<file path="src/sofb_pkg.sv">
/*
  Package for the serial output frame builder: register map, field
  positions, reset values, pattern codes and the packed carriers.
  Assumes a 32-bit register port with byte addresses on word bounds.
*/
`default_nettype none

package sofb_pkg;

  // ------------------------------------------------------------
  // Register map (byte addresses)
  // ------------------------------------------------------------
  localparam logic [7:0] SOFB_CTL_OFS = 8'h10;
  localparam logic [7:0] SOFB_RNG_OFS = 8'h14;

  // Frame content control field positions
  localparam int SOFB_ADDR_EN_POS = 14;
  localparam int SOFB_SUP_SEL_POS = 12;
  localparam int SOFB_IN_SEL_POS = 10;
  localparam int SOFB_RNG_EN_POS = 8;
  localparam int SOFB_PARITY_APPEND_ENABLE_POS = 3;
  localparam int SOFB_PAT_POS = 0;

  // Range and reference control field positions
  localparam int SOFB_REF_OFF_POS = 6;
  localparam int SOFB_RNG_CODE_POS = 0;

  // Writable bits of each register, all others read zero
  localparam logic [31:0] SOFB_CTL_RW_MASK = 32'h0000_7d0f;
  localparam logic [31:0] SOFB_RNG_RW_MASK = 32'h0000_004f;

  // ------------------------------------------------------------
  // Field widths and reset values
  // ------------------------------------------------------------
  localparam int SOFB_DATA_W = 16;
  localparam int SOFB_FRAME_W = 32;
  localparam logic [5:0] SOFB_DATA_LEN = 6'h10;
  localparam logic [3:0] SOFB_RNG_CODE_RST = 4'h0;
  localparam logic SOFB_REF_OFF_RST = 1'b0;
  localparam logic [15:0] SOFB_DATA_RST = 16'h0000;

  // ------------------------------------------------------------
  // Output pattern codes and words
  // ------------------------------------------------------------
  localparam logic [2:0] SOFB_PAT_ZERO = 3'h4;
  localparam logic [2:0] SOFB_PAT_ONES = 3'h5;
  localparam logic [2:0] SOFB_PAT_ALT1 = 3'h6;
  localparam logic [2:0] SOFB_PAT_ALT2 = 3'h7;
  localparam logic [15:0] SOFB_ALT1_WORD = 16'h5555;
  localparam logic [15:0] SOFB_ALT2_WORD = 16'h3333;

  // Range codes: bipolar up to 4, unipolar 8 to 11
  localparam logic [3:0] SOFB_RNG_BI_MAX = 4'h4;
  localparam logic [3:0] SOFB_RNG_UNI_MIN = 4'h8;
  localparam logic [3:0] SOFB_RNG_UNI_MAX = 4'hb;

  // ------------------------------------------------------------
  // Carriers
  // ------------------------------------------------------------
  typedef struct packed {
    logic addr_en;
    logic [1:0] sup_sel;
    logic [1:0] in_sel;
    logic rng_en;
    logic parity_append_enable;
    logic [2:0] pattern;
  } sofb_ctl_t;

  typedef struct packed {
    logic vdd_h;
    logic vdd_l;
    logic in_h;
    logic in_l;
  } sofb_alarm_t;

  typedef struct packed {
    logic [31:0] bits;
    logic [5:0] len;
  } sofb_frame_t;

  localparam sofb_ctl_t SOFB_CTL_RST = '0;

endpackage : sofb_pkg

`default_nettype wire

</file>
<file path="src/sofb_sync3.sv">
/*
  Three-stage synchroniser with agreement filter for pin inputs.
  Assumes inputs are asynchronous to the clock.
*/
`default_nettype none

module sofb_sync3 #(
  parameter int W = 1,
  parameter logic [W-1:0] RST_VAL = '0
) (
  input wire logic clk_in,
  input wire logic rst_n_in,
  input wire logic [W-1:0] d_in,
  output logic [W-1:0] q_out
);

  logic [W-1:0] s1_q;
  logic [W-1:0] s2_q;
  logic [W-1:0] s3_q;

  // Stages; a change counts once stage two and three agree
  always_ff @(posedge clk_in or negedge rst_n_in) begin
    if (!rst_n_in) begin
      s1_q <= RST_VAL;
      s2_q <= RST_VAL;
      s3_q <= RST_VAL;
      q_out <= RST_VAL;
    end else begin
      s1_q <= d_in;
      s2_q <= s1_q;
      s3_q <= s2_q;
      q_out <= (s2_q & s3_q) | (q_out & (s2_q ^ s3_q));
    end
  end

endmodule : sofb_sync3

`default_nettype wire

</file>
<file path="src/sofb_buf2.sv">
/*
  Small valid/ready buffer, two entries by default.
  Assumes both sides on the same clock; ready is registered.
*/
`default_nettype none

module sofb_buf2 #(
  parameter int WIDTH = 16,
  parameter int DEPTH = 2
) (
  input wire logic clk_in,
  input wire logic rst_n_in,
  input wire logic in_valid_in,
  output logic in_ready_out,
  input wire logic [WIDTH-1:0] in_data_in,
  output logic out_valid_out,
  input wire logic out_ready_in,
  output logic [WIDTH-1:0] out_data_out
);

  localparam int PW = (DEPTH > 1) ? $clog2(DEPTH) : 1;

  logic [WIDTH-1:0] mem_q [DEPTH];
  logic [PW-1:0] wr_q;
  logic [PW-1:0] rd_q;
  logic [PW:0] cnt_q;
  logic [PW:0] cnt_d;
  wire push_w = in_valid_in && in_ready_out;
  wire pop_w = out_valid_out && out_ready_in;

  // Occupancy after this cycle
  assign cnt_d = cnt_q + (PW+1)'(push_w) - (PW+1)'(pop_w);
  assign out_valid_out = (cnt_q != '0);
  assign out_data_out = mem_q[rd_q];

  // Storage and pointers
  always_ff @(posedge clk_in) begin
    if (push_w) begin
      mem_q[wr_q] <= in_data_in;
    end
  end

  always_ff @(posedge clk_in or negedge rst_n_in) begin
    if (!rst_n_in) begin
      wr_q <= '0;
      rd_q <= '0;
      cnt_q <= '0;
      in_ready_out <= 1'b1;
    end else begin
      if (push_w) begin
        wr_q <= (wr_q == PW'(DEPTH - 1)) ? '0 : wr_q + PW'(1);
      end
      if (pop_w) begin
        rd_q <= (rd_q == PW'(DEPTH - 1)) ? '0 : rd_q + PW'(1);
      end
      cnt_q <= cnt_d;
      in_ready_out <= (cnt_d != (PW+1)'(DEPTH));
    end
  end

endmodule : sofb_buf2

`default_nettype wire

</file>
<file path="src/sofb_frame_builder.sv">
/*
  Serial output frame builder: holds the frame content control and
  range/reference control registers, composes each output frame and
  shifts it out on one serial output line.
  Assumes conversion words and alarm flags come from logic on SYS_CLK_IN;
  link clock and frame select come from the host and are asynchronous.
*/
// The address-and-strobe port is this design's own decision.
`default_nettype none

module sofb_frame_builder
  import sofb_pkg::*;
#(
  parameter int DATA_W = SOFB_DATA_W,
  parameter int BUF_DEPTH = 2
) (
  input wire logic SYS_CLK_IN,
  input wire logic ARST_N_IN,
  input wire logic APP_RST_IN,
  input wire logic [7:0] REG_ADDR_IN,
  input wire logic [31:0] REG_WDATA_IN,
  input wire logic REG_WR_IN,
  input wire logic REG_RD_IN,
  output logic [31:0] REG_RDATA_OUT,
  input wire logic [DATA_W-1:0] CONV_DATA_IN,
  input wire logic CONV_VALID_IN,
  output logic CONV_READY_OUT,
  input wire sofb_alarm_t ALARM_FLAGS_IN,
  input wire logic [3:0] DEV_ADDR_IN,
  input wire logic LINK_CLK_IN,
  input wire logic LINK_SEL_N_IN,
  output logic SER_OUT_LINE_OUT,
  output logic SER_OUT_OE_N_OUT,
  output logic REF_OFF_OUT,
  output logic [3:0] RANGE_CODE_OUT,
  output logic RANGE_UNIPOLAR_OUT,
  output logic RANGE_LEGAL_OUT
);

  // ------------------------------------------------------------
  // Declarations
  // ------------------------------------------------------------
  typedef enum logic [0:0] {ST_IDLE, ST_SHIFT} sofb_state_t;
  sofb_state_t state_q;
  sofb_ctl_t ctl_q;
  logic ref_off_q;
  logic [3:0] range_code_q;
  logic [15:0] last_q;
  logic [31:0] shift_q;
  logic [5:0] left_q;
  logic link_clk_prev_q, link_sel_prev_q;
  logic [1:0] link_sync_w;
  logic [31:0] ctl_word_w, rng_word_w;
  logic [31:0] acc;
  logic [5:0] n, len_pre_w;
  sofb_frame_t frame_w;
  logic buf_valid_w, load_w;
  logic [DATA_W-1:0] buf_data_w;

  // ------------------------------------------------------------
  // Register decode
  // ------------------------------------------------------------
  wire ctl_hit_w = (REG_ADDR_IN == SOFB_CTL_OFS);
  wire rng_hit_w = (REG_ADDR_IN == SOFB_RNG_OFS);
  wire ctl_wr_w = REG_WR_IN && ctl_hit_w;
  wire rng_wr_w = REG_WR_IN && rng_hit_w;

  // Read views of the two registers
  always_comb begin
    ctl_word_w = '0;
    ctl_word_w[SOFB_ADDR_EN_POS] = ctl_q.addr_en;
    ctl_word_w[SOFB_SUP_SEL_POS +: 2] = ctl_q.sup_sel;
    ctl_word_w[SOFB_IN_SEL_POS +: 2] = ctl_q.in_sel;
    ctl_word_w[SOFB_RNG_EN_POS] = ctl_q.rng_en;
    ctl_word_w[SOFB_PARITY_APPEND_ENABLE_POS] = ctl_q.parity_append_enable;
    ctl_word_w[SOFB_PAT_POS +: 3] = ctl_q.pattern;
    rng_word_w = '0;
    rng_word_w[SOFB_REF_OFF_POS] = ref_off_q;
    rng_word_w[SOFB_RNG_CODE_POS +: 4] = range_code_q;
  end

  // reserved read zero, unmapped read zero
  wire [31:0] rdata_w = ctl_hit_w ? (ctl_word_w & SOFB_CTL_RW_MASK) :
                        rng_hit_w ? (rng_word_w & SOFB_RNG_RW_MASK) : '0;

  // Read data stands for one cycle only
  always_ff @(posedge SYS_CLK_IN or negedge ARST_N_IN) begin
    if (!ARST_N_IN) begin
      REG_RDATA_OUT <= '0;
    end else begin
      REG_RDATA_OUT <= REG_RD_IN ? rdata_w : '0;
    end
  end

  // ------------------------------------------------------------
  // Control registers
  // ------------------------------------------------------------
  // Frame content control; parity enable survives app reset
  always_ff @(posedge SYS_CLK_IN or negedge ARST_N_IN) begin
    if (!ARST_N_IN) begin
      ctl_q <= SOFB_CTL_RST;
    end else if (APP_RST_IN) begin
      ctl_q <= '{default: '0, parity_append_enable: ctl_q.parity_append_enable};
    end else if (ctl_wr_w) begin
      ctl_q.addr_en <= REG_WDATA_IN[SOFB_ADDR_EN_POS];
      ctl_q.sup_sel <= REG_WDATA_IN[SOFB_SUP_SEL_POS +: 2];
      ctl_q.in_sel <= REG_WDATA_IN[SOFB_IN_SEL_POS +: 2];
      ctl_q.rng_en <= REG_WDATA_IN[SOFB_RNG_EN_POS];
      ctl_q.parity_append_enable <= REG_WDATA_IN[SOFB_PARITY_APPEND_ENABLE_POS];
      ctl_q.pattern <= REG_WDATA_IN[SOFB_PAT_POS +: 3];
    end
  end

  // app reset clears only reference off
  always_ff @(posedge SYS_CLK_IN or negedge ARST_N_IN) begin
    if (!ARST_N_IN) begin
      ref_off_q <= SOFB_REF_OFF_RST;
      range_code_q <= SOFB_RNG_CODE_RST;
    end else if (APP_RST_IN) begin
      ref_off_q <= SOFB_REF_OFF_RST;
    end else if (rng_wr_w) begin
      ref_off_q <= REG_WDATA_IN[SOFB_REF_OFF_POS];
      range_code_q <= REG_WDATA_IN[SOFB_RNG_CODE_POS +: 4];
    end
  end

  wire rng_bi_w = (range_code_q <= SOFB_RNG_BI_MAX);
  wire rng_uni_w = (range_code_q >= SOFB_RNG_UNI_MIN) && (range_code_q <= SOFB_RNG_UNI_MAX);

  // Analog-facing status outputs
  always_ff @(posedge SYS_CLK_IN or negedge ARST_N_IN) begin
    if (!ARST_N_IN) begin
      REF_OFF_OUT <= SOFB_REF_OFF_RST;
      RANGE_CODE_OUT <= SOFB_RNG_CODE_RST;
      RANGE_UNIPOLAR_OUT <= 1'b0;
      RANGE_LEGAL_OUT <= 1'b1;
    end else begin
      REF_OFF_OUT <= ref_off_q;
      RANGE_CODE_OUT <= range_code_q;
      RANGE_UNIPOLAR_OUT <= rng_uni_w;
      RANGE_LEGAL_OUT <= rng_bi_w || rng_uni_w;
    end
  end

  // ------------------------------------------------------------
  // Conversion word buffer
  // ------------------------------------------------------------
  sofb_buf2 #(
    .WIDTH(DATA_W),
    .DEPTH(BUF_DEPTH)
  ) u_buf (
    .clk_in(SYS_CLK_IN),
    .rst_n_in(ARST_N_IN),
    .in_valid_in(CONV_VALID_IN),
    .in_ready_out(CONV_READY_OUT),
    .in_data_in(CONV_DATA_IN),
    .out_valid_out(buf_valid_w),
    .out_ready_in(load_w),
    .out_data_out(buf_data_w)
  );

  // Fresh word if one waits, else the last word again
  wire [15:0] cur_data_w = buf_valid_w ? 16'(buf_data_w) : last_q;

  wire [15:0] pat_word_w = !ctl_q.pattern[2] ? cur_data_w :
                           (ctl_q.pattern == SOFB_PAT_ZERO) ? 16'h0000 :
                           (ctl_q.pattern == SOFB_PAT_ONES) ? 16'hffff :
                           (ctl_q.pattern == SOFB_PAT_ALT1) ? SOFB_ALT1_WORD : SOFB_ALT2_WORD;

  // ------------------------------------------------------------
  // Frame composition, MSB first, left-justified
  // ------------------------------------------------------------
  always_comb begin
    acc = '0;
    acc[31 -: 16] = pat_word_w;
    n = SOFB_DATA_LEN;
    if (ctl_q.addr_en) begin
      acc[31 - n -: 4] = DEV_ADDR_IN;
      n = n + 6'h4;
    end
    if (ctl_q.sup_sel[0]) begin
      acc[31 - n] = ALARM_FLAGS_IN.vdd_h;
      n = n + 6'h1;
    end
    if (ctl_q.sup_sel[1]) begin
      acc[31 - n] = ALARM_FLAGS_IN.vdd_l;
      n = n + 6'h1;
    end
    if (ctl_q.in_sel[0]) begin
      acc[31 - n] = ALARM_FLAGS_IN.in_h;
      n = n + 6'h1;
    end
    if (ctl_q.in_sel[1]) begin
      acc[31 - n] = ALARM_FLAGS_IN.in_l;
      n = n + 6'h1;
    end
    if (ctl_q.rng_en) begin
      acc[31 - n -: 4] = range_code_q;
      n = n + 6'h4;
    end
    len_pre_w = n;
    if (ctl_q.parity_append_enable) begin
      acc[31 - n] = ^pat_word_w;
      n = n + 6'h1;
      acc[31 - n] = ^acc;
      n = n + 6'h1;
    end
    frame_w.bits = acc;
    frame_w.len = n;
  end

  // ------------------------------------------------------------
  // Link side: synchronised host clock and frame select
  // ------------------------------------------------------------
  sofb_sync3 #(
    .W(2),
    .RST_VAL(2'h1)
  ) u_sync (
    .clk_in(SYS_CLK_IN),
    .rst_n_in(ARST_N_IN),
    .d_in({LINK_CLK_IN, LINK_SEL_N_IN}),
    .q_out(link_sync_w)
  );

  wire link_clk_w = link_sync_w[1];
  wire link_sel_n_w = link_sync_w[0];
  wire clk_rise_w = link_clk_w && !link_clk_prev_q;
  wire sel_fall_w = !link_sel_n_w && link_sel_prev_q;
  wire sel_rise_w = link_sel_n_w && !link_sel_prev_q;
  assign load_w = (state_q == ST_IDLE) && sel_fall_w;

  // Edge history
  always_ff @(posedge SYS_CLK_IN or negedge ARST_N_IN) begin
    if (!ARST_N_IN) begin
      link_clk_prev_q <= 1'b0;
      link_sel_prev_q <= 1'b1;
    end else begin
      link_clk_prev_q <= link_clk_w;
      link_sel_prev_q <= link_sel_n_w;
    end
  end

  // Last word sent, repeated while no new word waits
  always_ff @(posedge SYS_CLK_IN or negedge ARST_N_IN) begin
    if (!ARST_N_IN) begin
      last_q <= SOFB_DATA_RST;
    end else if (load_w) begin
      last_q <= cur_data_w;
    end
  end

  // Shifter: first bit on select fall, next bit per link clock rise
  always_ff @(posedge SYS_CLK_IN or negedge ARST_N_IN) begin
    if (!ARST_N_IN) begin
      state_q <= ST_IDLE;
      shift_q <= '0;
      left_q <= '0;
      SER_OUT_LINE_OUT <= 1'b0;
      SER_OUT_OE_N_OUT <= 1'b1;
    end else begin
      unique case (state_q)
        ST_IDLE: begin
          if (sel_fall_w) begin
            state_q <= ST_SHIFT;
            shift_q <= {frame_w.bits[30:0], 1'b0};
            left_q <= frame_w.len - 6'h1;
            SER_OUT_LINE_OUT <= frame_w.bits[31];
            SER_OUT_OE_N_OUT <= 1'b0;
          end
        end
        ST_SHIFT: begin
          if (sel_rise_w) begin
            state_q <= ST_IDLE;
            SER_OUT_LINE_OUT <= 1'b0;
            SER_OUT_OE_N_OUT <= 1'b1;
          end else if (clk_rise_w) begin
            SER_OUT_LINE_OUT <= (left_q != '0) && shift_q[31];
            shift_q <= {shift_q[30:0], 1'b0};
            left_q <= (left_q != '0) ? left_q - 6'h1 : '0;
          end
        end
      endcase
    end
  end

  wire no_app_w = !ctl_q.addr_en && (ctl_q.sup_sel == 2'h0) && (ctl_q.in_sel == 2'h0);
endmodule : sofb_frame_builder

`default_nettype wire

</file>
<file path="config.mk">
export PLATFORM = sky130hd
export DESIGN_NAME = sofb_frame_builder
export DESIGN_NICKNAME = d
export VERILOG_FILES = /design/src/sofb_pkg.sv /design/src/sofb_sync3.sv /design/src/sofb_buf2.sv /design/src/sofb_frame_builder.sv
export SDC_FILE = /design/constraint.sdc
export NUM_CORES = 1
export LEC_CHECK = 0
export BUFFER_PORTS_ARGS = -buffer_cell sky130_fd_sc_hd__clkbuf_2
export CAP_MARGIN = 20
export CORE_MARGIN = 4
export CORE_UTILIZATION = 55
export DETAILED_ROUTE_END_ITERATION = 10
export PLACE_DENSITY = 0.86
export SYNTH_ARGS = -nofsm -noshare
export SYNTH_HDL_FRONTEND = slang
export SYNTH_SLANG_ARGS = --single-unit
</file>
<file path="constraint.sdc">
create_clock -name SYS_CLK_IN -period 6.3 [get_ports SYS_CLK_IN]
set_input_delay 1.26 -clock SYS_CLK_IN [delete_from_list [all_inputs] [get_ports SYS_CLK_IN]]
set_output_delay 1.26 -clock SYS_CLK_IN [all_outputs]
set_load 0.02 [all_outputs]
</file>
## After elaboration in Yosys (flattened, before gate mapping)

Memory sizes are Yosys's and may differ from the RTL's.
Index checks and enable logic that the tools add are counted.

- $add $sub $neg: 21
- $lt $le $gt $ge: 15
- Eq/ne operators: 11
- Shift operators: 2
- Mux-type cells: 68
- Bitwise logic cells: 6
- Reductions and logical operators: 31

Operators by type and width:

| operator | count |
|---|---|
| two-way mux 32 bit | 9 |
| bitwise mux 32 bit | 7 |
| >= comparator 32 x 1 -> 1 bit (second input constant) | 6 |
| < comparator 32 x 6 -> 1 bit (second input constant) | 6 |
| two-way mux 16 bit | 4 |
| one-hot mux 32 bit (2 select lines) | 1 |
| two-way mux 6 bit | 10 |
| two-way mux 15 bit | 3 |
| subtractor 5 x 6 -> 7 bit (first input constant) | 6 |
| variable shift 4 x 34 -> 35 bit (first input constant) | 1 |
| variable part select 4 x 34 -> 35 bit | 1 |
| negator 32 -> 34 bit | 1 |
| XOR reduction 32 bit | 1 |
| adder 6 x 1 -> 6 bit (second input constant) | 5 |
| demux 1 bit (select 5 bit) | 6 |
| two-way mux 10 bit | 2 |
| two-way mux 1 bit | 19 |
| equality test 8 x 5 -> 1 bit (second input constant) | 2 |
| logical AND 1 bit | 16 |
| XOR reduction 16 bit | 1 |
| one-hot mux 6 bit (2 select lines) | 1 |
| subtractor 6 x 1 -> 6 bit (second input constant) | 2 |
| equality test 3 bit (second input constant) | 3 |
| AND reduction 2 bit | 4 |
| other kinds (25) | 37 |

- Flip-flop bits (word level): 109
- Bits in writable memories: 32
- Input bits: 72
- Output and inout port bits: 42
- Word-level logic and storage cells: 184
- Memories kept: 1

Memory list:

| memory | depth | width | read ports | clocked after memory_dff | wr ports | RTL line | source |
|---|---|---|---|---|---|---|---|
| u_buf.mem_q | 2 | 16 | 1 | 0 | 1 | sofb_buf2.sv:23 | `logic [WIDTH-1:0] mem_q [DEPTH];` |

## Depth between registers and ports, before layout

- Word-level depth: 22
- Depth in mapped cells: 31
- Mapped depth without buffers: 26

## Modules after synthesis

A second synthesis with hierarchy kept.

- Cells, all modules: 1214
- Area total of the unflattened synthesis: 10571.4 um^2

By module, submodules not included:

| module | instances | cells an instance | area each (um^2) | sequential area each (um^2) |
|---|---|---|---|---|
| sofb_frame_builder | 1 | 1132 | 8882.3 | 2280.9 |
| sofb_buf2 | 1 | 70 | 1443.9 | 1087.3 |
| sofb_sync3 | 1 | 12 | 245.2 | 205.2 |

## Worst setup path before layout

Ideal clock, no wire load.

- Path kind: register to register
- From: register ctl_q[7] in the netlist's numbering
- To: register shift_q[8]
- Arrival time: 6219 ps
- Setup slack: -59 ps
- Stages on the path, launching flop included: 30
- Path buffers: 4
- Clock period less this slack: 6359 ps
- Path through: dfrtp_1 > inv_1 > ha_1 > xor2_1 > ha_1 > and2_1 > buf_2 > xnor2_2 > inv_1 > buf_2 > ha_1 > clkbuf_1 > nand2_1 > a21oi_2 > inv_1 > ha_1 > nor4b_2 > nand4b_1 > nor4_4 > nand4_1 > mux2_1 > o22a_1 > o211ai_1 > xnor2_1 > xnor3_1 > xnor3_1 > xnor3_2 > buf_6 > a31oi_1 > a31oi_1

- Longest elaborated chain between the ends: 20
- Elaborated cells on any way between the ends: 59
- Those cells by class: add/sub (12); order compare (10); shift (2); mux (29); reduce/logical (6)

Ends and longest elaborated chain:

| what | RTL line | source |
|---|---|---|
| from (decl) | sofb_frame_builder.sv:45 | `sofb_ctl_t ctl_q;` |
| parallel branches: the longest is 17 deep, another holds >= comparator 32 x 1 -> 1 bit | -- |  |
| two-way mux 32 bit (*) | sofb_frame_builder.sv:202 | `if (ctl_q.parity_append_enable) begin` |
| two-way mux 32 bit (*) | sofb_frame_builder.sv:263 | `if (sel_fall_w) begin` |
| one-hot mux 32 bit (2 select lines) (*) | sofb_frame_builder.sv:261 | `unique case (state_q)` |
| to (signal assigned) | sofb_frame_builder.sv:265 | `shift_q <= {frame_w.bits[30:0], 1'b0};` |
| to (signal assigned) | sofb_frame_builder.sv:278 | `shift_q <= {shift_q[30:0], 1'b0};` |
| to (decl) | sofb_frame_builder.sv:49 | `logic [31:0] shift_q;` |

Mark *: on every way between the ends. The select of a mux whose other input is x is not followed.
A chain may end at the register's enable or synchronous reset.

## Final worst setup path

- From: register ctl_q[7] in the netlist's numbering
- To: register shift_q[29]

The elaborated chain is that of the path after synthesis.

==> results.ini <==
[outcome]
status=finished, final reports clean

[drt]
dr.pass1.iters=7
wl_per_cell_um=20.2
wl_met1_um=13200
drc=0
avgViaCountPerCell=6.37
num_vias=10401
wl_met3_um=3240
ant_nets=0
met2_length_um=15200
routed_wl_um=33000
highest_layer=met4
drt_iter0_drc=1429

[layout]
antenna_cells=0
seqCellArea_um2=3580
utilization_pct=65.2
finalInstanceArea_um2=12300
nFillCells=1573
nNetsFinal=1458
drive_above_1_share_pct=20.2
multi_input_area_um2=6670
areaGrowthSynthToFinish_pct=15.7

[clock_network]
htreeDepth=4
cts_made_buffers=17
clk_pin_slew_worst_paths_ns=0.07
root_buffer=clkbuf_16
clockBufferDepth=2
worstSkewPairLatency_ns=0.44
clkSinkCount=136
cts_tree=built

[synth]
async_flop_share_pct=76.5
synth_cell_type_count=94
synth.most_common_cell=nor2_1
ys_ff_latch=136
postSynthCellCount=1257
synthTopCellsByCount=nor2_1 (138), nand2_1 (135), dfrtp_1 (96), o21ai_0 (91), a21oi_1 (72)
synth.largest_area_cell=dfrtp_1
synth_xor_area_share_pct=7.26
ys_seq_area_share_pct=33.6
synth_top_family_by_area=simple AND/OR/NAND/NOR gates
synth.area.mux_share_pct=8.33
synth_top_area_share_pct=22.6
synthSimpleGateAreaFrac_pct=20.9
synth_compound_area_share_pct=20.8
netlist_area_um2=10600
ys_warn_count=0
synth_edf_count=32
synthAdderAreaFrac_pct=3.17
synth.avg_cell_area_um2=8.47
synth_top_flop_cell=dfrtp_1
synthTopCellsByArea=dfrtp_1 (23%), edfxtp_1 (9.0%), mux2i_1 (4.9%), nor2_1 (4.9%), nand2_1 (4.8%)

[floorplanning]
initial_core_util_pct=56.4
coreArea_um2=18900
fp.dieH_um=147
io_pins=114
die_area_um2=21700
fp.dieW_um=147
row_count=50

[sta]
slew_violations=0
max_freq_ghz=0.164
final_hold_viol_count=0
tightestPinTransition_ns=0.805
layout_min_cycle_time_ns=6.09
slew_headroom_pct=46.3
finalSetupViolCount=0
hold_slack_ns=0.356
period_share_pct=96.6
fin_skew_ns=0.0203

[worst_setup_path]
critPathBufInv=8
rrSetupSlack_ns=0.21
crit_type=reg2reg
cp_data_required_time_ns=6.62
critPathLaunch=ctl_q[7]
regToRegEndpoint=shift_q[29]
ff2ff_path_depth=30
startpoint_type=register
crit_path_frequent_cell=buf_4
cpMaxStageDelayCell=xnor3_2
arrival_ns=6.40
critPathCaptureType=register
crit_path_max_incr_delay_ns=0.46
cp_max_fo=6
r2r_start=ctl_q[7]
crit_family=XOR/XNOR gates

[placed_design]
io_buffers=71
postPlaceCellArea_um2=11500
gp_congestion=1.06
hpwlAfterDp_um=24200

[job]
max_cap_violations=0

[min_path]
hold_path_startpoint=u_sync.s1_q[0]
min_path_type=reg2reg
holdPathEnd=u_sync.s2_q[0]
holdPathStages=0

[global_route]
grt_first_pass_wirelength_um=51200
grt_max_degree=63
grt_pass1_vias=9694
grt-ovfl-total=0
antenna_found_initial=0
track_usage_pct=29.5

-- state kept, by name (all words and copies together) (netlist names), 2 cells and up --
register / cells
ctl_q: 10
u_sync.s2_q: 2
u_sync.s1_q: 2
u_sync.s3_q: 2
last_q: 16
left_q: 6
u_buf.mem_q: 32
u_buf.cnt_q: 2
RANGE_CODE_OUT: 4
REG_RDATA_OUT: 11
u_sync.q_out: 2
range_code_q: 4
shift_q: 31
-- metal layers --
layer | vias up | GRT usage [%]
met4 | 0 | 11.2
li1 | 4739 | -
met2 | 580 | 47.8
met3 | 140 | 5.95
met1 | 4942 | 39.3
met5 | - | 0
-- metrics by stage --
stage / worst slack (ns) / setup TNS (ns) / instances
final: 0.214 / 0 / 1632
after CTS: 0.0536 / 0 / 1621
after global routing: -0.0445 / -0.346 / 1632
after floorplan: 0.00138 / 0 / 1284
after detailed placement: 0.100 / 0 / 1589
after global placement: 0.203 / 0 / 1589
-- placed cells by master (no fill, tap or decap), drive strengths merged, types with 39 or more instances in the layout --
| master | instances |
|---|---|
| a21oi | 74 |
| buf | 79 |
| clkbuf | 88 |
| dfrtp | 96 |
| inv | 39 |
| mux2i | 53 |
| nand2 | 136 |
| nand3 | 45 |
| nor2 | 139 |
| o21ai | 103 |
| xnor2 | 41 |
-- worst register-to-register path: cells and delay by family, from the launching register on --
kind            cells  cell delay [ns]
simple gates        6             1.01
flops               1             0.36
compound gates      7             1.22
buf+inv             8             1.09
fa+ha+maj           4             1.01
xor+xnor            5             1.27
-- final cells by class --
class / count / share of cell area, %
multi-input cells: 1019 / 54.2
flip-flops and latches: 136 / 29.0
repair buffers: 150 / 8.05
clock buffers: 17 / 3.45
well taps: 260 / 2.64
clock inverters: 15 / 1.59
inverters: 35 / 1.07
-- what timing repair did --
action / in CTS / in global routing
endpoints found under the hold margin: 0 / 0
resized for setup: 0 / 28
setup buffers: 0 / 9
hold buffers: 0 / 0
setup endpoints to repair: 0 / 32
-- how the worst max path moves through the flow --
stage	to	depth (start not counted)
CTS	shift_q[29]	27
floorplan	shift_q[8]	28
detailed placement	shift_q[29]	27
global route	shift_q[29]	29
global placement	shift_q[19]	27
finish	shift_q[29]	30
-- kinds of logic after synthesis --
| group | count (synthesis) |
|---|---|
| AOI/OAI and AO/OA | 342 |
| xor gates and xnor gates | 73 |
| adders and majority gates | 27 |
| buffers and inverters | 129 |
| DFF | 136 |
| muxes | 84 |
| other | 2 |
| and+or+nand+nor | 464 |
Power is not shown: default switching activity piles up to over one toggle a cycle in this logic, so the estimate is an artifact.
